`src/core/stc_consts.vh`:
```
// stc_consts.vh: offsets, field positions, reset values and command codes
// for the split timer control block; included by the design file only.
// Overview of operation
// - high enable routes high channel to output n+3 in waveform mode
// - low enable routes low channel to output n in waveform mode
// - stopped: high value bit drives output n+3
// - stopped: low value bit drives output n
// - pad output needs matching enable bit set
// - logic block output bypasses enable bits
// - split select bit 0 picks split operation
// - clear view clears bits written one
// - set view sets bits written one
// - command field always reads zero
// - command restart or hard reset, reset needs stopped
// - command target three selects both counters
// - bits four to six enable compare interrupts
// - bit one enables high underflow interrupt
// - bit zero enables low underflow interrupt
// - low compare match sets its flag always
// - compare flags clear only on written one
// - high underflow sets flag bit one
// - low underflow sets flag bit zero
// - control A bit zero starts and stops
`ifndef STC_CONSTS_VH
`define STC_CONSTS_VH
`define STC_OFS_CTRL_A     8'h00
`define STC_OFS_OUT_EN     8'h01
`define STC_OFS_OUT_VAL    8'h02
`define STC_OFS_SPLIT      8'h03
`define STC_OFS_CMD_CLR    8'h04
`define STC_OFS_CMD_SET    8'h05
`define STC_OFS_INT_EN     8'h0A
`define STC_OFS_INT_FLAG   8'h0B
`define STC_MASK_CHAN      8'h77
`define STC_MASK_INT       8'h73
`define STC_MASK_TARGET    8'h03
`define STC_MASK_CTRL_A    8'h0F
`define STC_RST_ZERO       8'h00
`define STC_CMD_RESTART    2'h2
`define STC_CMD_HARD_RESET 2'h3
`define STC_TARGET_BOTH    2'h3
`define STC_BIT_ENABLE     0
`define STC_BIT_SPLIT      0
`define STC_BIT_LOW_UNDERFLOW       0
`define STC_BIT_HIGH_UNDERFLOW       1
`define STC_BIT_LMATCH0    4
`endif

```
`src/core/stc_split_timer_ctrl.v`:
```
// stc_split_timer_ctrl.v: control, command and flag logic of the split timer.
// assumes a byte register port synchronous to core_clk_i; counter events and
// waveform generator levels come from the counting core outside.
`include "stc_consts.vh"
`default_nettype none
module stc_split_timer_ctrl #(
  parameter N_CHAN = 3
) (
  input  wire               core_clk_i,
  input  wire               reset_i,
  input  wire               clk_en_i,
  input  wire               reg_wr_i,
  input  wire               reg_rd_i,
  input  wire [7:0]         reg_addr_i,
  input  wire [7:0]         reg_wdata_i,
  output reg  [7:0]         reg_rdata_o,
  input  wire               wave_mode_i,
  input  wire [N_CHAN-1:0]  low_wave_i,
  input  wire [N_CHAN-1:0]  high_wave_i,
  input  wire [N_CHAN-1:0]  low_channel_match_i,
  input  wire               low_underflow_i,
  input  wire               high_underflow_i,
  input  wire [5:0]         port_out_i,
  input  wire               to_logic_block_i,
  output reg  [5:0]         waveform_output_o,
  output reg                timer_enable_o,
  output reg                split_operation_select_o,
  output reg  [1:0]         command_target_o,
  output reg                restart_pulse_o,
  output reg                hard_reset_pulse_o,
  output reg  [7:0]         int_pending_o
);
  // --------------------------------------------------------------------
  // registers
  // --------------------------------------------------------------------
  reg  [7:0] ctrl_a_r;
  reg  [7:0] out_en_r;
  reg  [7:0] out_val_r;
  reg  [7:0] split_r;
  reg  [7:0] target_r;
  reg  [7:0] int_en_r;
  reg  [7:0] flag_r;
  reg  [7:0] flag_nxt;
  reg  [7:0] flag_set;
  reg  [7:0] flag_clr;
  wire [5:0] wave_nxt;
  wire [5:0] chan_enable;
  wire [5:0] chan_value;
  wire [5:0] chan_wave;
  reg  [7:0] rdata_nxt;
  reg        restart_nxt;
  reg        hard_reset_nxt;
  wire       wr_ctrl_a;
  wire       wr_out_en;
  wire       wr_out_val;
  wire       wr_split;
  wire       wr_int_en;
  wire       wr_flag;
  reg  [1:0] cmd_w;
  reg  [1:0] tgt_w;
  wire       running;
  wire       wr_set;
  wire       wr_clr;

  assign running = ctrl_a_r[`STC_BIT_ENABLE];
  assign wr_set  = reg_wr_i && (reg_addr_i == `STC_OFS_CMD_SET);
  assign wr_clr  = reg_wr_i && (reg_addr_i == `STC_OFS_CMD_CLR);

  // --------------------------------------------------------------------
  // decoded register write selects
  // --------------------------------------------------------------------
  assign wr_ctrl_a  = reg_wr_i && (reg_addr_i == `STC_OFS_CTRL_A);
  assign wr_out_en  = reg_wr_i && (reg_addr_i == `STC_OFS_OUT_EN);
  assign wr_out_val = reg_wr_i && (reg_addr_i == `STC_OFS_OUT_VAL);
  assign wr_split   = reg_wr_i && (reg_addr_i == `STC_OFS_SPLIT);
  assign wr_int_en  = reg_wr_i && (reg_addr_i == `STC_OFS_INT_EN);
  assign wr_flag    = reg_wr_i && (reg_addr_i == `STC_OFS_INT_FLAG);

  // --------------------------------------------------------------------
  // flag update: set wins over clear
  // --------------------------------------------------------------------
  always @*
  begin
    flag_set = 8'h00;
    flag_set[`STC_BIT_LMATCH0 +: 3] = low_channel_match_i;
    flag_set[`STC_BIT_HIGH_UNDERFLOW] = high_underflow_i;
    flag_set[`STC_BIT_LOW_UNDERFLOW] = low_underflow_i;
    flag_clr = 8'h00;
    if (wr_flag)
      flag_clr = reg_wdata_i;
    flag_nxt = ((flag_r & ~flag_clr) | flag_set) & `STC_MASK_INT;
  end

  // --------------------------------------------------------------------
  // command decode from the set view
  // --------------------------------------------------------------------
  always @*
  begin
    cmd_w          = reg_wdata_i[3:2];
    tgt_w          = target_r[1:0] | reg_wdata_i[1:0];
    restart_nxt    = 1'b0;
    hard_reset_nxt = 1'b0;
    // command field is acted on, never stored
    if (wr_set && (tgt_w == `STC_TARGET_BOTH))
    begin
      case (cmd_w)
        `STC_CMD_RESTART:    restart_nxt = 1'b1;
        `STC_CMD_HARD_RESET: hard_reset_nxt = ~running;
        default:
        begin
          restart_nxt    = 1'b0;
          hard_reset_nxt = 1'b0;
        end
      endcase
    end
  end

  // --------------------------------------------------------------------
  // control A: only the enable bit acts here
  // --------------------------------------------------------------------
  always @(posedge core_clk_i)
  begin
    if (reset_i)
      ctrl_a_r <= `STC_RST_ZERO;
    else if (clk_en_i && wr_ctrl_a)
      ctrl_a_r <= reg_wdata_i & `STC_MASK_CTRL_A;
  end

  // --------------------------------------------------------------------
  // output enable bits
  // --------------------------------------------------------------------
  always @(posedge core_clk_i)
  begin
    if (reset_i)
      out_en_r <= `STC_RST_ZERO;
    else if (clk_en_i && wr_out_en)
      out_en_r <= reg_wdata_i & `STC_MASK_CHAN;
  end

  // --------------------------------------------------------------------
  // output value bits, used while stopped
  // --------------------------------------------------------------------
  always @(posedge core_clk_i)
  begin
    if (reset_i)
      out_val_r <= `STC_RST_ZERO;
    else if (clk_en_i && wr_out_val)
      out_val_r <= reg_wdata_i & `STC_MASK_CHAN;
  end

  // --------------------------------------------------------------------
  // split select, bit 0 only
  // --------------------------------------------------------------------
  always @(posedge core_clk_i)
  begin
    if (reset_i)
      split_r <= `STC_RST_ZERO;
    else if (clk_en_i && wr_split)
      split_r <= reg_wdata_i & 8'h01;
  end

  // --------------------------------------------------------------------
  // interrupt enables
  // --------------------------------------------------------------------
  always @(posedge core_clk_i)
  begin
    if (reset_i)
      int_en_r <= `STC_RST_ZERO;
    else if (clk_en_i && wr_int_en)
      int_en_r <= reg_wdata_i & `STC_MASK_INT;
  end

  // --------------------------------------------------------------------
  // command target through the set and clear views
  // --------------------------------------------------------------------
  always @(posedge core_clk_i)
  begin
    if (reset_i)
      target_r <= `STC_RST_ZERO;
    else if (clk_en_i && wr_clr)
      target_r <= target_r & ~(reg_wdata_i & `STC_MASK_TARGET);
    else if (clk_en_i && wr_set)
      target_r <= (target_r | reg_wdata_i) & `STC_MASK_TARGET;
  end

  // --------------------------------------------------------------------
  // interrupt flags
  // --------------------------------------------------------------------
  always @(posedge core_clk_i)
  begin
    if (reset_i)
      flag_r <= `STC_RST_ZERO;
    else if (clk_en_i)
      flag_r <= flag_nxt;
  end

  // --------------------------------------------------------------------
  // command pulses, one cycle each
  // --------------------------------------------------------------------
  always @(posedge core_clk_i)
  begin
    if (reset_i)
    begin
      restart_pulse_o    <= 1'b0;
      hard_reset_pulse_o <= 1'b0;
    end
    else if (clk_en_i)
    begin
      restart_pulse_o    <= restart_nxt;
      hard_reset_pulse_o <= hard_reset_nxt;
    end
  end

  // --------------------------------------------------------------------
  // waveform output routing, one slice per output
  // --------------------------------------------------------------------
  assign chan_enable = {out_en_r[6:4], out_en_r[2:0]};
  assign chan_value  = {out_val_r[6:4], out_val_r[2:0]};
  assign chan_wave   = {high_wave_i, low_wave_i};

  genvar gi;
  generate
    for (gi = 0; gi < 6; gi = gi + 1)
    begin : g_route
      wire lvl;
      wire pad_take;
      // stopped timer shows the stored output value
      assign lvl      = running ? chan_wave[gi] : chan_value[gi];
      // pad path: enable bit only counts in waveform mode
      assign pad_take = wave_mode_i & chan_enable[gi];
      // logic block path ignores the enable bits
      assign wave_nxt[gi] = (to_logic_block_i | pad_take) ? lvl : port_out_i[gi];
    end
  endgenerate

  // --------------------------------------------------------------------
  // read data select
  // --------------------------------------------------------------------
  always @*
  begin
    case (reg_addr_i)
      `STC_OFS_CTRL_A:   rdata_nxt = ctrl_a_r;
      `STC_OFS_OUT_EN:   rdata_nxt = out_en_r;
      `STC_OFS_OUT_VAL:  rdata_nxt = out_val_r;
      `STC_OFS_SPLIT:    rdata_nxt = split_r;
      `STC_OFS_CMD_CLR:  rdata_nxt = target_r;
      `STC_OFS_CMD_SET:  rdata_nxt = target_r;
      `STC_OFS_INT_EN:   rdata_nxt = int_en_r;
      `STC_OFS_INT_FLAG: rdata_nxt = flag_r;
      default:           rdata_nxt = 8'h00;
    endcase
  end

  // --------------------------------------------------------------------
  // registered outputs and read data
  // --------------------------------------------------------------------
  always @(posedge core_clk_i)
  begin
    if (reset_i)
    begin
      waveform_output_o        <= 6'h00;
      timer_enable_o           <= 1'b0;
      split_operation_select_o <= 1'b0;
      command_target_o         <= 2'h0;
      int_pending_o            <= 8'h00;
      reg_rdata_o              <= 8'h00;
    end
    else if (clk_en_i)
    begin
      waveform_output_o        <= wave_nxt;
      timer_enable_o           <= running;
      split_operation_select_o <= split_r[`STC_BIT_SPLIT];
      command_target_o         <= target_r[1:0];
      int_pending_o            <= flag_r & int_en_r;
      // read data holds until the next read
      if (reg_rd_i)
        reg_rdata_o <= rdata_nxt;
    end
  end
endmodule // stc_split_timer_ctrl
`default_nettype wire

```
`config.mk`:
```
export PLATFORM = sky130hd
export DESIGN_NAME = stc_split_timer_ctrl
export DESIGN_NICKNAME = d
export VERILOG_FILES = /design/src/core/stc_split_timer_ctrl.v
export VERILOG_INCLUDE_DIRS = /design/src /design/src/core
export SDC_FILE = /design/constraint.sdc
export NUM_CORES = 1
export LEC_CHECK = 0
export ABC_AREA = 1
export ABC_CLOCK_PERIOD_IN_PS = 1350
export BUFFER_PORTS_ARGS = -buffer_cell sky130_fd_sc_hd__buf_4
export CORE_ASPECT_RATIO = 1.25
export CORE_MARGIN = 2
export CORE_UTILIZATION = 45
export CTS_BUF_LIST = sky130_fd_sc_hd__clkbuf_4 sky130_fd_sc_hd__clkbuf_8 sky130_fd_sc_hd__clkbuf_16
export DETAILED_ROUTE_END_ITERATION = 10
export PLACE_DENSITY = 0.7
export SYNTH_ARGS = -nofsm -noshare
export SYNTH_HDL_FRONTEND = slang
export SYNTH_SLANG_ARGS = --single-unit
```
`constraint.sdc`:
```
create_clock -name core_clk_i -period 1.35 [get_ports core_clk_i]
set_input_delay 0.0675 -clock core_clk_i [delete_from_list [all_inputs] [get_ports core_clk_i]]
set_output_delay 0.0675 -clock core_clk_i [all_outputs]
set_load 0.1 [all_outputs]
```
==> results of run 1 <==
worst max-delay path by stage:
stage	endpoint	slack, ns	depth (start not counted)
after floorplan	reg_rdata_o[3]	0.03	2
after global placement	out_en_r[1]	0.12	8
after detailed placement	out_en_r[0]	0.07	8
after CTS	waveform_output_o[5]	0.21	5
after global routing	waveform_output_o[5]	0.13	5
final	waveform_output_o[5]	0.24	5
cell families (layout without fill, tap and decap cells):
kind of cell / count (synthesis) / after routing / share of synthesized area [%]
AO/OA/AOI/OAI: 110 / 110 / 23.0
buffers and inverters: 43 / 108 / 8.45
flip-flops: 54 / 54 / 43.2
multiplexers: 6 / 6 / 2.40
other: 1 / 3 / 0.150
AND/OR/NAND/NOR: 125 / 125 / 22.8
flip-flops by register name (all words and copies together) (netlist names), 2 cells and up:
name and flops:
command_target_o 2, ctrl_a_r 4, flag_r 5, int_en_r 5
int_pending_o 5, out_en_r 6, out_val_r 6, reg_rdata_o 8
target_r 2, waveform_output_o 6
worst min-delay path: stages:
cell     delay (ns)
buf_4          0.10
nand2_1        0.05
a21oi_1        0.06
routing by layer:
metal | global-route usage, % | vias up | routed length (µm)
met3 | 2.66 | 8 | 242
met5 | 0 | - | 0
met4 | 5.66 | 0 | 72
li1 | - | 1253 | -
met2 | 39.1 | 65 | 3250
met1 | 27.2 | 1105 | 2820
synth_stat cells (all sizes together):
master / instances
a21oi: 59
buf: 11
clkbuf: 6
conb: 1
dfxtp: 54
inv: 26
mux2i: 6
nand2: 69
nand3: 26
nor2: 28
nor3: 2
o211ai: 1
o21ai: 50
layout make-up:
| class | count | share of cell area (%) |
|---|---|---|
| multi-input cells | 244 | 38.7 |
| flip-flops and latches | 54 | 34.4 |
| repair buffers | 74 | 18.1 |
| inverters | 26 | 3.19 |
| clock buffers | 6 | 2.63 |
| well taps | 64 | 2.55 |
| clock inverters | 2 | 0.398 |
where the power goes:
group	internal [mW]	switching, mW
clock	0.413	0.524
combinational	0.156	0.358
sequential	1.62	0.0178
total	2.19	0.900
through the flow:
stage	worst slack, ns	area [µm²]	cells	hold WS [ns]
6_report	0.238	3140	470	0.0238
5_1_grt	0.130	3140	470	0.0171
4_1_cts	0.214	3140	470	0.0252
3_5_place_dp	0.0651	3050	462	0.343
3_3_place_gp	0.118	3050	462	0.340
2_1_floorplan	0.0344	2510	341	0.217
==> results.txt, run 1 <==
- The run finished with clean final reports.
- Of all cell types, the one taking the most synthesized area is dfxtp_1.
* Cell type of the slowest stage on the worst timing path: dfxtp_1
* DPL Wire Length: 4.95 mm
* TritonCTS clock tree: built
- The die is 70.7 µm wide.
* Leading cell types by total area after synthesis: dfxtp_1 (43%), a21oi_1 (11%), nand2_1 (9.2%)
- Type of element capturing the critical path: flip-flop
* Yosys reg bits: 54
- Summing the sequential cell areas from Yosys gives 43.2% of the chip area.
- Min Tclk post-route: 1.11 ns
- In this run the core area contains 30 standard-cell rows.
- Global-route wire length before repair: 10.7 mm
- Summed over all layers, the routed wires come to 6.38 mm.
* Clock buffer depth: 2
- Global routing used 21.7% of the available tracks.
- After routing, the total negative slack on setup checks comes to 0 ns.
* Crit Path Max Fanout: 8
- Initial cell density of the core: 46.3%
- For this run, the share of the core covered by cells in the final layout is 58.1%.
* CTS clk-pin slew, worst paths: 0.10 ns
- For this design, the sink count on the clock tree is 54.
- Yosys printed 0 warnings.
* Setup bufs post-CTS: 0
- The endpoint identified for the worst register-to-register timing path is waveform_output_o[5].
- Startpoint of the most critical setup path: ctrl_a_r[0]
- Static leakage power: 1.33 nW
- H-tree lvl count: 2
- Number of DRC markers in iteration 0: 118
- Post-route total power: 3.09 mW
- Counting cells, the worst reg-to-reg path comes to 5.
* Number of distinct library cells after synthesis: 25
- After clock tree synthesis, the repair step resized 0 gates.
- Unrepaired setup endpoints after global routing: false
- Detailed-route vias per instance: 5.17
* Fraction of final layout cells with drive strength greater than 1: 28.1%
- Placeable core area: 5410 µm²
- The number of antenna violations at the first check in global routing is 0.
- Setup Skew: 0.00908 ns
- Counting the buffers created by CTS gives 5.
* Fin crit share: 82.3%
- For this design, the CTS-stage hold fixing added 0 buffers.
- Flop-to-flop setup slack: 0.24 ns
* Die ar.: 6170 µm²
* Max-slew violations: 0
- Vias: 2431
* Remaining DRCs: 0
- Most common library cell in the layout ignoring fill and taps: buf_4
* Layout overhead on the synthesized area: 25.6%
- Beginning of the worst register-to-register path: ctrl_a_r[0]
- Counting both buffers and inverters, the worst setup path holds a total of 1.
- Routability-driven placement finished with a final weighted congestion of 0.842.
- Across the run, the number of max-cap violations was 0.
* Number of instances in the synthesized netlist: 339
- The net count of the finished layout is 445.
- IR analysis of the VDD net gives a maximum drop of 0.677 mV.
- The total overflow left after global routing is 0.
* Number of failing setup endpoints in the final timing report: 0
* Leading cell types in the layout, fill and taps excluded: buf_4 (73), nand2_1 (61), dfxtp_1 (54), a21oi_1 (53), o21ai_0 (34)
- Arrival time at the worst endpoint: 1.36 ns
- The count of final hold-check violations was 0.
* Routed WL per cell: 13.6 µm
- Worst hold path startpoint: low_channel_match_i[1]
- The path with the worst hold slack has its endpoint at flag_r[5].
- Number of antenna diodes: 0
- The count of buffers added on input and output ports is 63.
- Entering global routing, the biggest net connects 21 pins.
* Area share of the leading cell type in the synthesized netlist: 43.2%
- Avg Inst Size Synth: 7.38 µm²
- During I/O placement, the number of pins put on the boundary was 68.
* Antenna-violating nets left: 0
* Area used by sequential logic in the layout: 1080 µm²
* Worst hold-check path type: in2reg
- The number of global-route vias before repair is 2311.
- In this run the power density over the cells is 985 nW/µm².
- Cell type group with the largest total delay on the critical path: flip-flops
* Post-Syn Area: 2500 µm²
- CP Class: reg2reg
- Clock root buffer: clkbuf_8
- First-pass iteration count of the detailed router: 4
- Worst skew pair latency: 0.30 ns
* Die H: 87.4 µm
- Number of fill cells in the layout: 560
- STA classifies the critical path startpoint as a flip-flop.
- Summing all multi-input logic gate instances after layout gives 1220 µm².
* Worst hold path depth: 3
* Data required time at the worst endpoint: 1.60 ns
- Highest achievable clock rate: 900 MHz
* Biggest cell delay along the critical path: 0.43 ns
- Cells along the critical path: buf_12 -> mux2i_1 -> o21ai_0 -> nand2_1 -> a21oi_1
No activity file was read; power rests on OpenSTA's default activity.
==> inputs of run 2 (changes only) <==
- ABC_CLOCK_PERIOD_IN_PS: 1350 -> 1000
- PLACE_DENSITY: 0.7 -> 0.73
- clock period: 1.35 -> 1 ns (I/O delays scaled with it)
==> run 2 against run 1 <==
Compared with the run above:
- count of clock-buffer cells in the layout down 1
- sequential share of layout area down 2.3 points
- routed wire length rose by 9.6%
- clock skew about the same
- combinational power is 46% higher
- cell area increased by 10%
==> results.txt, run 2 (synthesis results as in run 1) <==
- Placeable core area: 5410 µm² (unchanged)
- The power dissipated by switching net loads is 1.26 mW (was 0.900 mW).
- Leading cell types in the layout, fill and taps excluded: buf_4 (64), nand2_1 (61), a21oi_1 (52), o21ai_0 (28) (was buf_4 (73), nand2_1 (61), dfxtp_1 (54), a21oi_1 (53), o21ai_0 (34)).
- Fraction of power consumed by combinational cells: 16.0% (was 16.6%)
- The number of global-route vias before repair is 2465 (was 2311).
- The estimated wirelength of the detail-placed design came to 5.07 mm (was 4.95 mm).
* Count of placed standard cells including taps: 476 (was 462)
- Number of cell rows: 30 (unchanged)
* Static leakage power: 1.48 nW (was 1.33 nW)
* Arrival time at the worst endpoint: 1.18 ns (was 1.36 ns)
- Global-route wire length before repair: 11.7 mm (was 10.7 mm)
- Worst hold-check path type: in2reg (unchanged)
- Routed WL per cell: 14.3 µm (was 13.6 µm)
* Final net count: 464 (was 445)
- The quantity of I/O buffers inserted on ports is 63 (unchanged).
* Endpoint, Worst Hold: flag_r[1] (was flag_r[5])
* Count of cells along the worst register-to-register path: 7 (was 5)
* Antenna-violating nets left: 0 (unchanged)
- Max-slew violations: 0 (unchanged)
- Cell type of the slowest stage on the worst timing path: dfxtp_2 (was dfxtp_1)
- Clock buffer depth: 2 (unchanged)
* Routability Congestion: 0.892 (was 0.842)
- Beginning of the worst register-to-register path: ctrl_a_r[0] (unchanged)
* Worst hold path startpoint: high_underflow_i (was low_channel_match_i[1])
- The peak supply drop came to 0.797 mV (was 0.677 mV).
- Type of element capturing the critical path: flip-flop (unchanged)
- Result of the run: finished, final reports clean (unchanged).
- Data required time at the worst endpoint: 1.20 ns (was 1.60 ns)
- The net switching fraction of the power came to 26.7% (was 29.1%).
- The clock transition at the registers of the reported paths came to 0.10 ns (about the same).
- Most used cell, CP: nand2_1
- TritonCTS clock tree: built (unchanged)
- The count of vias placed by the detailed router was 2581 (was 2431).
- Largest net degree at the start of global routing: 35 (was 21)
- Total power per unit cell area: 1360 nW/µm² (was 985 nW/µm²)
- The total setup violations reported at the end of the flow is 0 (unchanged).
* First-pass iteration count of the detailed router: 5 (was 4)
- Initial cell density of the core: 46.3% (unchanged)
* Flop-to-flop setup slack: 0.02 ns (was 0.24 ns)
- Endpoint of the lowest-slack register-to-register path: reg_rdata_o[0] (was waveform_output_o[5])
- I/O pin total: 68 (unchanged)
- The number of H-tree branching levels is 2 (unchanged).
- The ratio of final minimum period to clock period is 97.9% (was 82.3%).
- Register containing the most flip-flops in the final layout: reg_rdata_o (unchanged)
- Remaining global-route overflow: 0 (unchanged)
- The worst-skew pair later-pin latency was 0.31 ns (was 0.30 ns).
* Die H: 87.4 µm (unchanged)
- The internal power of the cells is 3.45 mW (was 2.19 mW).
- Biggest cell delay along the critical path: 0.33 ns (was 0.43 ns)
* Finished Layout Cells: 489 (was 470)
- The global-route usage over all layers was 23.8% (was 21.7%).
* Unrepaired setup endpoints after global routing: true (was false)
- Number of DRC markers in iteration 0: 130 (was 118)
- Flip-flop count of the largest register after layout: 8 (unchanged)
- The part of the power in registers came to 47.2% (was 53.1%).
- The clock root buffer master is clkbuf_8 (unchanged).
- The share of cells above drive strength 1 was 37.2% (was 28.1%).
- The hold path depth is 3 (unchanged).
* Layout overhead on the synthesized area: 38.6% (was 25.6%)
- Max-cap check violation count: 0 (unchanged)
- The final setup skew came to 0.00875 ns (was 0.00908 ns).
* Remaining DRCs: 0 (unchanged)
* Number of antenna diodes: 0 (unchanged)
- Number of antenna violations at the first check in global routing: 0 (unchanged)
* Crit Path Max Fanout: 6 (was 8)
- The cell family with the largest share of critical-path delay was simple AND/OR/NAND/NOR gates (was flip-flops).
* Routed wire length: 7.00 mm (was 6.38 mm)
- Number of CTS-inserted buffers: 5 (unchanged)
- The minimum period implied by the final worst setup slack was 0.979 ns (was 1.11 ns).
* Cells along the critical path: buf_6 -> nand2_1 -> nand2_1 -> nor2_1 -> nand2_1 -> nand2_1 -> a21oi_2 (was buf_12 -> mux2i_1 -> o21ai_0 -> nand2_1 -> a21oi_1)
- Most common library cell in the layout ignoring fill and taps: buf_4 (unchanged)
- The type of origin of the critical path is a flip-flop (unchanged).
- The clock power share came to 36.9% (was 30.3%).
- Startpoint of the most critical setup path: ctrl_a_r[0] (unchanged)
* Final Hold Violating Endpoints: 0 (unchanged)
* Die ar.: 6170 µm² (unchanged)
* Floorplan die width: 70.7 µm (unchanged)
* Sink count of the clock tree: 54 (unchanged)
* Detailed-route vias per instance: 5.28 (was 5.17)
* Number of buffer and inverter instances along the worst setup path: 1 (unchanged)
* Highest achievable clock rate: 1020 MHz (was 900 MHz)
* CP Class: reg2reg (unchanged)
* Final Hold Slack: 0.00363 ns (was 0.0238 ns)
run 2: changes by cell type in the layout (fill, tap and decap cells not counted), moves of 2 or more:
cell	change
buf_4	-9
buf_6	+24
bufinv_16	+2
dfxtp_1	-27
dfxtp_2	+27
dlygate4sd3_1	+4
o21ai_0	-6
o21ai_1	+6
run 2: worst min-delay path, cell delays in order:
cell	delay (ns)
buf_4	0.11
nand2_1	0.06
a21oi_1	0.06
run 2: power by group through the flow:
stage               clock [mW]  sequential, mW  combinational, mW
floorplan                    0            2.47              0.258
global placement             0            2.27              0.714
detailed placement           0            2.27              0.718
CTS                       1.77            2.22              0.734
global route              1.85            2.23              0.801
finish                    1.74            2.22              0.753
run 2: layer usage:
| metal | track usage, % | vias up | share of wire [%] | routed length [µm] |
|---|---|---|---|---|
| li1 | - | 1294 | - | - |
| met2 | 42.5 | 86 | 52 | 3660 |
| met3 | 4.17 | 15 | 5.0 | 350 |
| met5 | 0 | - | 0 | 0 |
| met1 | 28.7 | 1186 | 40 | 2830 |
| met4 | 8.40 | 0 | 2.3 | 158 |
run 2: how the worst max path moves through the flow:
stage                               endpoint  slack, ns  cells past startpoint
floorplan               waveform_output_o[0]       0.01                      5
global placement              reg_rdata_o[4]      -0.18                      9
detailed placement            reg_rdata_o[0]      -0.19                     11
CTS                 split_operation_select_o      0.008                      1
global route            waveform_output_o[4]      -0.04                      5
finish                        reg_rdata_o[0]       0.02                      7
run 2: final cells by class:
cell class                 instances  area, µm²
clock buffer                       5       68.8
clock inverter                     3       68.8
fill                             493       1940
inverter                          26        100
multi-input combinational        244       1220
sequential                        54       1110
tap                               64       80.1
timing repair buffer              93        811
run 2: timing repair:
| item | in CTS | in global routing |
|---|---|---|
| buffers inserted | 0 | 1 |
| pin swaps | 0 | 2 |
| gates resized for setup | 6 | 28 |
| setup endpoints to repair | 6 | 27 |
| hold buffers | 4 | 0 |
| endpoints found under the hold margin | 4 | 0 |
run 2: stage by stage:
step	power, mW	instance area, µm²	util (%)	TNS, ns	setup WS, ns
2_1_floorplan	2.72	2540	-	0	0.00997
5_1_grt	4.88	3470	64.1	-0.204	-0.0356
3_3_place_gp	2.98	3180	58.9	-2.97	-0.175
3_5_place_dp	2.99	3180	58.9	-3.90	-0.190
4_1_cts	4.72	3380	62.6	0	0.00832
6_report	4.71	3470	64.1	0	0.0212
==> inputs of run 3 (changes only) <==
- ABC_CLOCK_PERIOD_IN_PS: 1000 -> 900
- clock period: 1 -> 0.9 ns (I/O delays scaled with it)
==> run 3 against run 2 <==
Compared with the run above:
- the run now ends with negative setup slack left
- setup slack worse by 0.14 ns
- count of clock-buffer cells in the layout is 2 higher
- sequential power is 9.5% higher
- via count is 3.3% higher
- sequential share of layout area is 1.8 points lower
- highest routed layer unchanged
==> results.txt, run 3 (synthesis results as in run 1) <==
* Sink count of the clock tree: 54 (unchanged)
- Worst hold-check path type: in2reg (unchanged)
- Crit Path Max Fanout: 5 (was 6)
* Detailed-route vias per instance: 5.33 (was 5.28)
- Arrival time at the worst endpoint: 1.27 ns (was 1.18 ns)
* CP Class: reg2reg (unchanged)
- I/O pin total: 68 (unchanged)
- Register containing the most flip-flops in the final layout: reg_rdata_o (unchanged)
* Clock root buffer: clkbuf_8 (unchanged)
- Count of cells along the worst register-to-register path: 5 (was 7)
- Number of port buffers: 63 (unchanged)
* Type of element capturing the critical path: flip-flop (unchanged)
- The routability congestion estimate was 0.861 (was 0.892).
* H-tree lvl count: 2 (unchanged)
- Number of CTS-inserted buffers: 5 (unchanged)
- Number of antenna violations at the first check in global routing: 0 (unchanged)
- The number of global-route vias before repair was 2602 (was 2465).
* Count of placed standard cells including taps: 481 (was 476)
- The wire length per cell was 14.8 µm (was 14.3 µm).
- Highest achievable clock rate: 983 MHz (was 1020 MHz)
- Floorplan die width: 70.7 µm (unchanged)
* Min Tclk post-route: 1.02 ns (was 0.979 ns)
* Global-route wire length before repair: 11.8 mm (was 11.7 mm)
* Die H: 87.4 µm (unchanged)
- Post-route core utilization: 72.3% (was 64.1%)
- The worst path required time was 1.15 ns (was 1.20 ns).
- The TritonCTS clock tree is built (unchanged).
- The largest net degree at the start of global routing was 35 (unchanged).
- CTS clk-pin slew, worst paths: 0.10 ns (about the same)
- Placement-stage worst setup slack: -0.305 ns (was -0.190 ns)
- Post-route total power: 4.78 mW (was 4.71 mW)
* Finished Layout Cells: 500 (was 489)
* Final net count: 475 (was 464)
* Number of DRC markers in iteration 0: 198 (was 130)
- Result of the run: finished with violations (was finished, final reports clean)
- The global-route usage over all layers was 23.9% (was 23.8%).
- Maximum VDD drop: 0.952 mV (was 0.797 mV)
* Antenna-violating nets left: 0 (unchanged)
- Unrepaired setup endpoints after global routing: true (unchanged).
* Fin crit share: 113% (was 97.9%)
- The total cell area at the placement stage came to 3300 µm² (was 3180 µm²).
- The core footprint is 5410 µm² (unchanged).
- The initial standard-cell utilization of the core was 46.3% (unchanged).
- The hold path depth came to 3 (unchanged).
* Flip-flop count of the largest register after layout: 8 (unchanged)
- Cell area after layout: 3910 µm² (was 3470 µm²)
- The post-route DRC violation count is 0 (unchanged).
* Violated checks: negative setup slack
- Remaining global-route overflow: 0 (unchanged)
- The full die area was 6170 µm² (unchanged).
- Routed wire length: 7.42 mm (was 7.00 mm)
- Clock buffer depth: 2 (unchanged)
* Leading cell types in the layout, fill and taps excluded: buf_4 (69), nand2_1 (56), a21oi_1 (50), o21ai_1 (30), buf_12 (28) (was buf_4 (64), nand2_1 (61), a21oi_1 (52), o21ai_0 (28))
- Static leakage power: 1.61 nW (was 1.48 nW)
- Fraction of final layout cells with drive strength greater than 1: 44.0% (was 37.2%)
- The leading cell type in the layout, fill and taps excluded was buf_4 (unchanged).
- The count of vias placed by the detailed router is 2665 (was 2581).
- Final Hold Violating Endpoints: 0 (unchanged)
* Max-slew violations: 0 (unchanged)
- The final setup skew was 0.0125 ns (was 0.00875 ns).
* Worst skew pair latency: 0.31 ns (about the same)
- DPL Wire Length: 5.01 mm (was 5.07 mm)
- First-pass iteration count of the detailed router: 4 (was 5)
- Number of cell rows: 30 (unchanged)
* Layout overhead on the synthesized area: 56.2% (was 38.6%)
- Element type at the critical path start: flip-flop (unchanged)
- Total power per unit cell area: 1220 nW/µm² (was 1360 nW/µm²)
- The max capacitance violation total is 0 (unchanged).
- The worst setup slack after layout was -0.118 ns (was 0.0212 ns).
- The number of diodes is 0 (unchanged).
- Number of failing setup endpoints in the final timing report: 14 (was 0)
## run 3: changes by cell type in the layout (fill, tap and decap cells not counted), moves of 3 or more
cell | before | now
buf_12 | 1 | 28
dfxtp_4 | 0 | 24
buf_6 | 24 | 2
dfxtp_2 | 27 | 11
o21ai_0 | 28 | 18
dfxtp_1 | 27 | 19
o21ai_1 | 22 | 30
buf_4 | 64 | 69
nand2_1 | 61 | 56
nand2_2 | 8 | 12
nor2_1 | 20 | 16
nor2_4 | 3 | 6
## run 3: final timing paths
kind	to	slack [ns]	start
min reg2reg	reg_rdata_o[3]	0.45	ctrl_a_r[3]
max	waveform_output_o[5]	-0.12	ctrl_a_r[0]
min	flag_r[1]	0.008	high_underflow_i
max reg2reg	waveform_output_o[5]	-0.12	ctrl_a_r[0]
## run 3: power breakdown
| part | switching [mW] | internal, mW |
|---|---|---|
| sequential | 0.0437 | 2.39 |
| combinational | 0.584 | 0.364 |
| clock | 0.792 | 0.613 |
| total | 1.42 | 3.36 |
## run 3: metal layers
layer	GRT usage (%)	wire length [µm]	part of all wire (%)
met4	11.0	273	3.7
met2	42.6	3860	52
met5	0	0	0
met1	28.2	2860	39
met3	3.36	423	5.7
## run 3: critical path: stages (launching register included)
cell and delay [ns]:
dfxtp_4 0.36, buf_6 0.14, mux2i_1 0.11, o21ai_1 0.16, nand2_1 0.08, a21oi_1 0.11
## run 3: what timing repair did
| item | CTS | global route |
|---|---|---|
| setup endpoints to repair | 35 | 52 |
| gates cloned | 0 | 1 |
| gates resized for setup | 78 | 31 |
| pin swaps | 5 | 10 |
| hold buffers | 3 | 0 |
| buffers inserted | 0 | 7 |
| endpoints found under the hold margin | 3 | 0 |
## run 3: metrics by stage
stage	hold slack [ns]	TNS (ns)
4_1_cts	0.00127	-0.460
2_1_floorplan	0.194	-0.113
3_5_place_dp	0.319	-8.37
3_3_place_gp	0.318	-6.95
5_1_grt	0.00508	-1.82
6_report	0.00806	-0.624
## run 3: layout make-up
cell class	instances	area, µm²
clock buffers	7	83.8
clock inverters	1	7.51
fillers	412	1500
inverters	26	105
multi-input cells	244	1290
flip-flops and latches	54	1180
well taps	64	80.1
repair buffers	103	1150
repair inverters	1	5.00
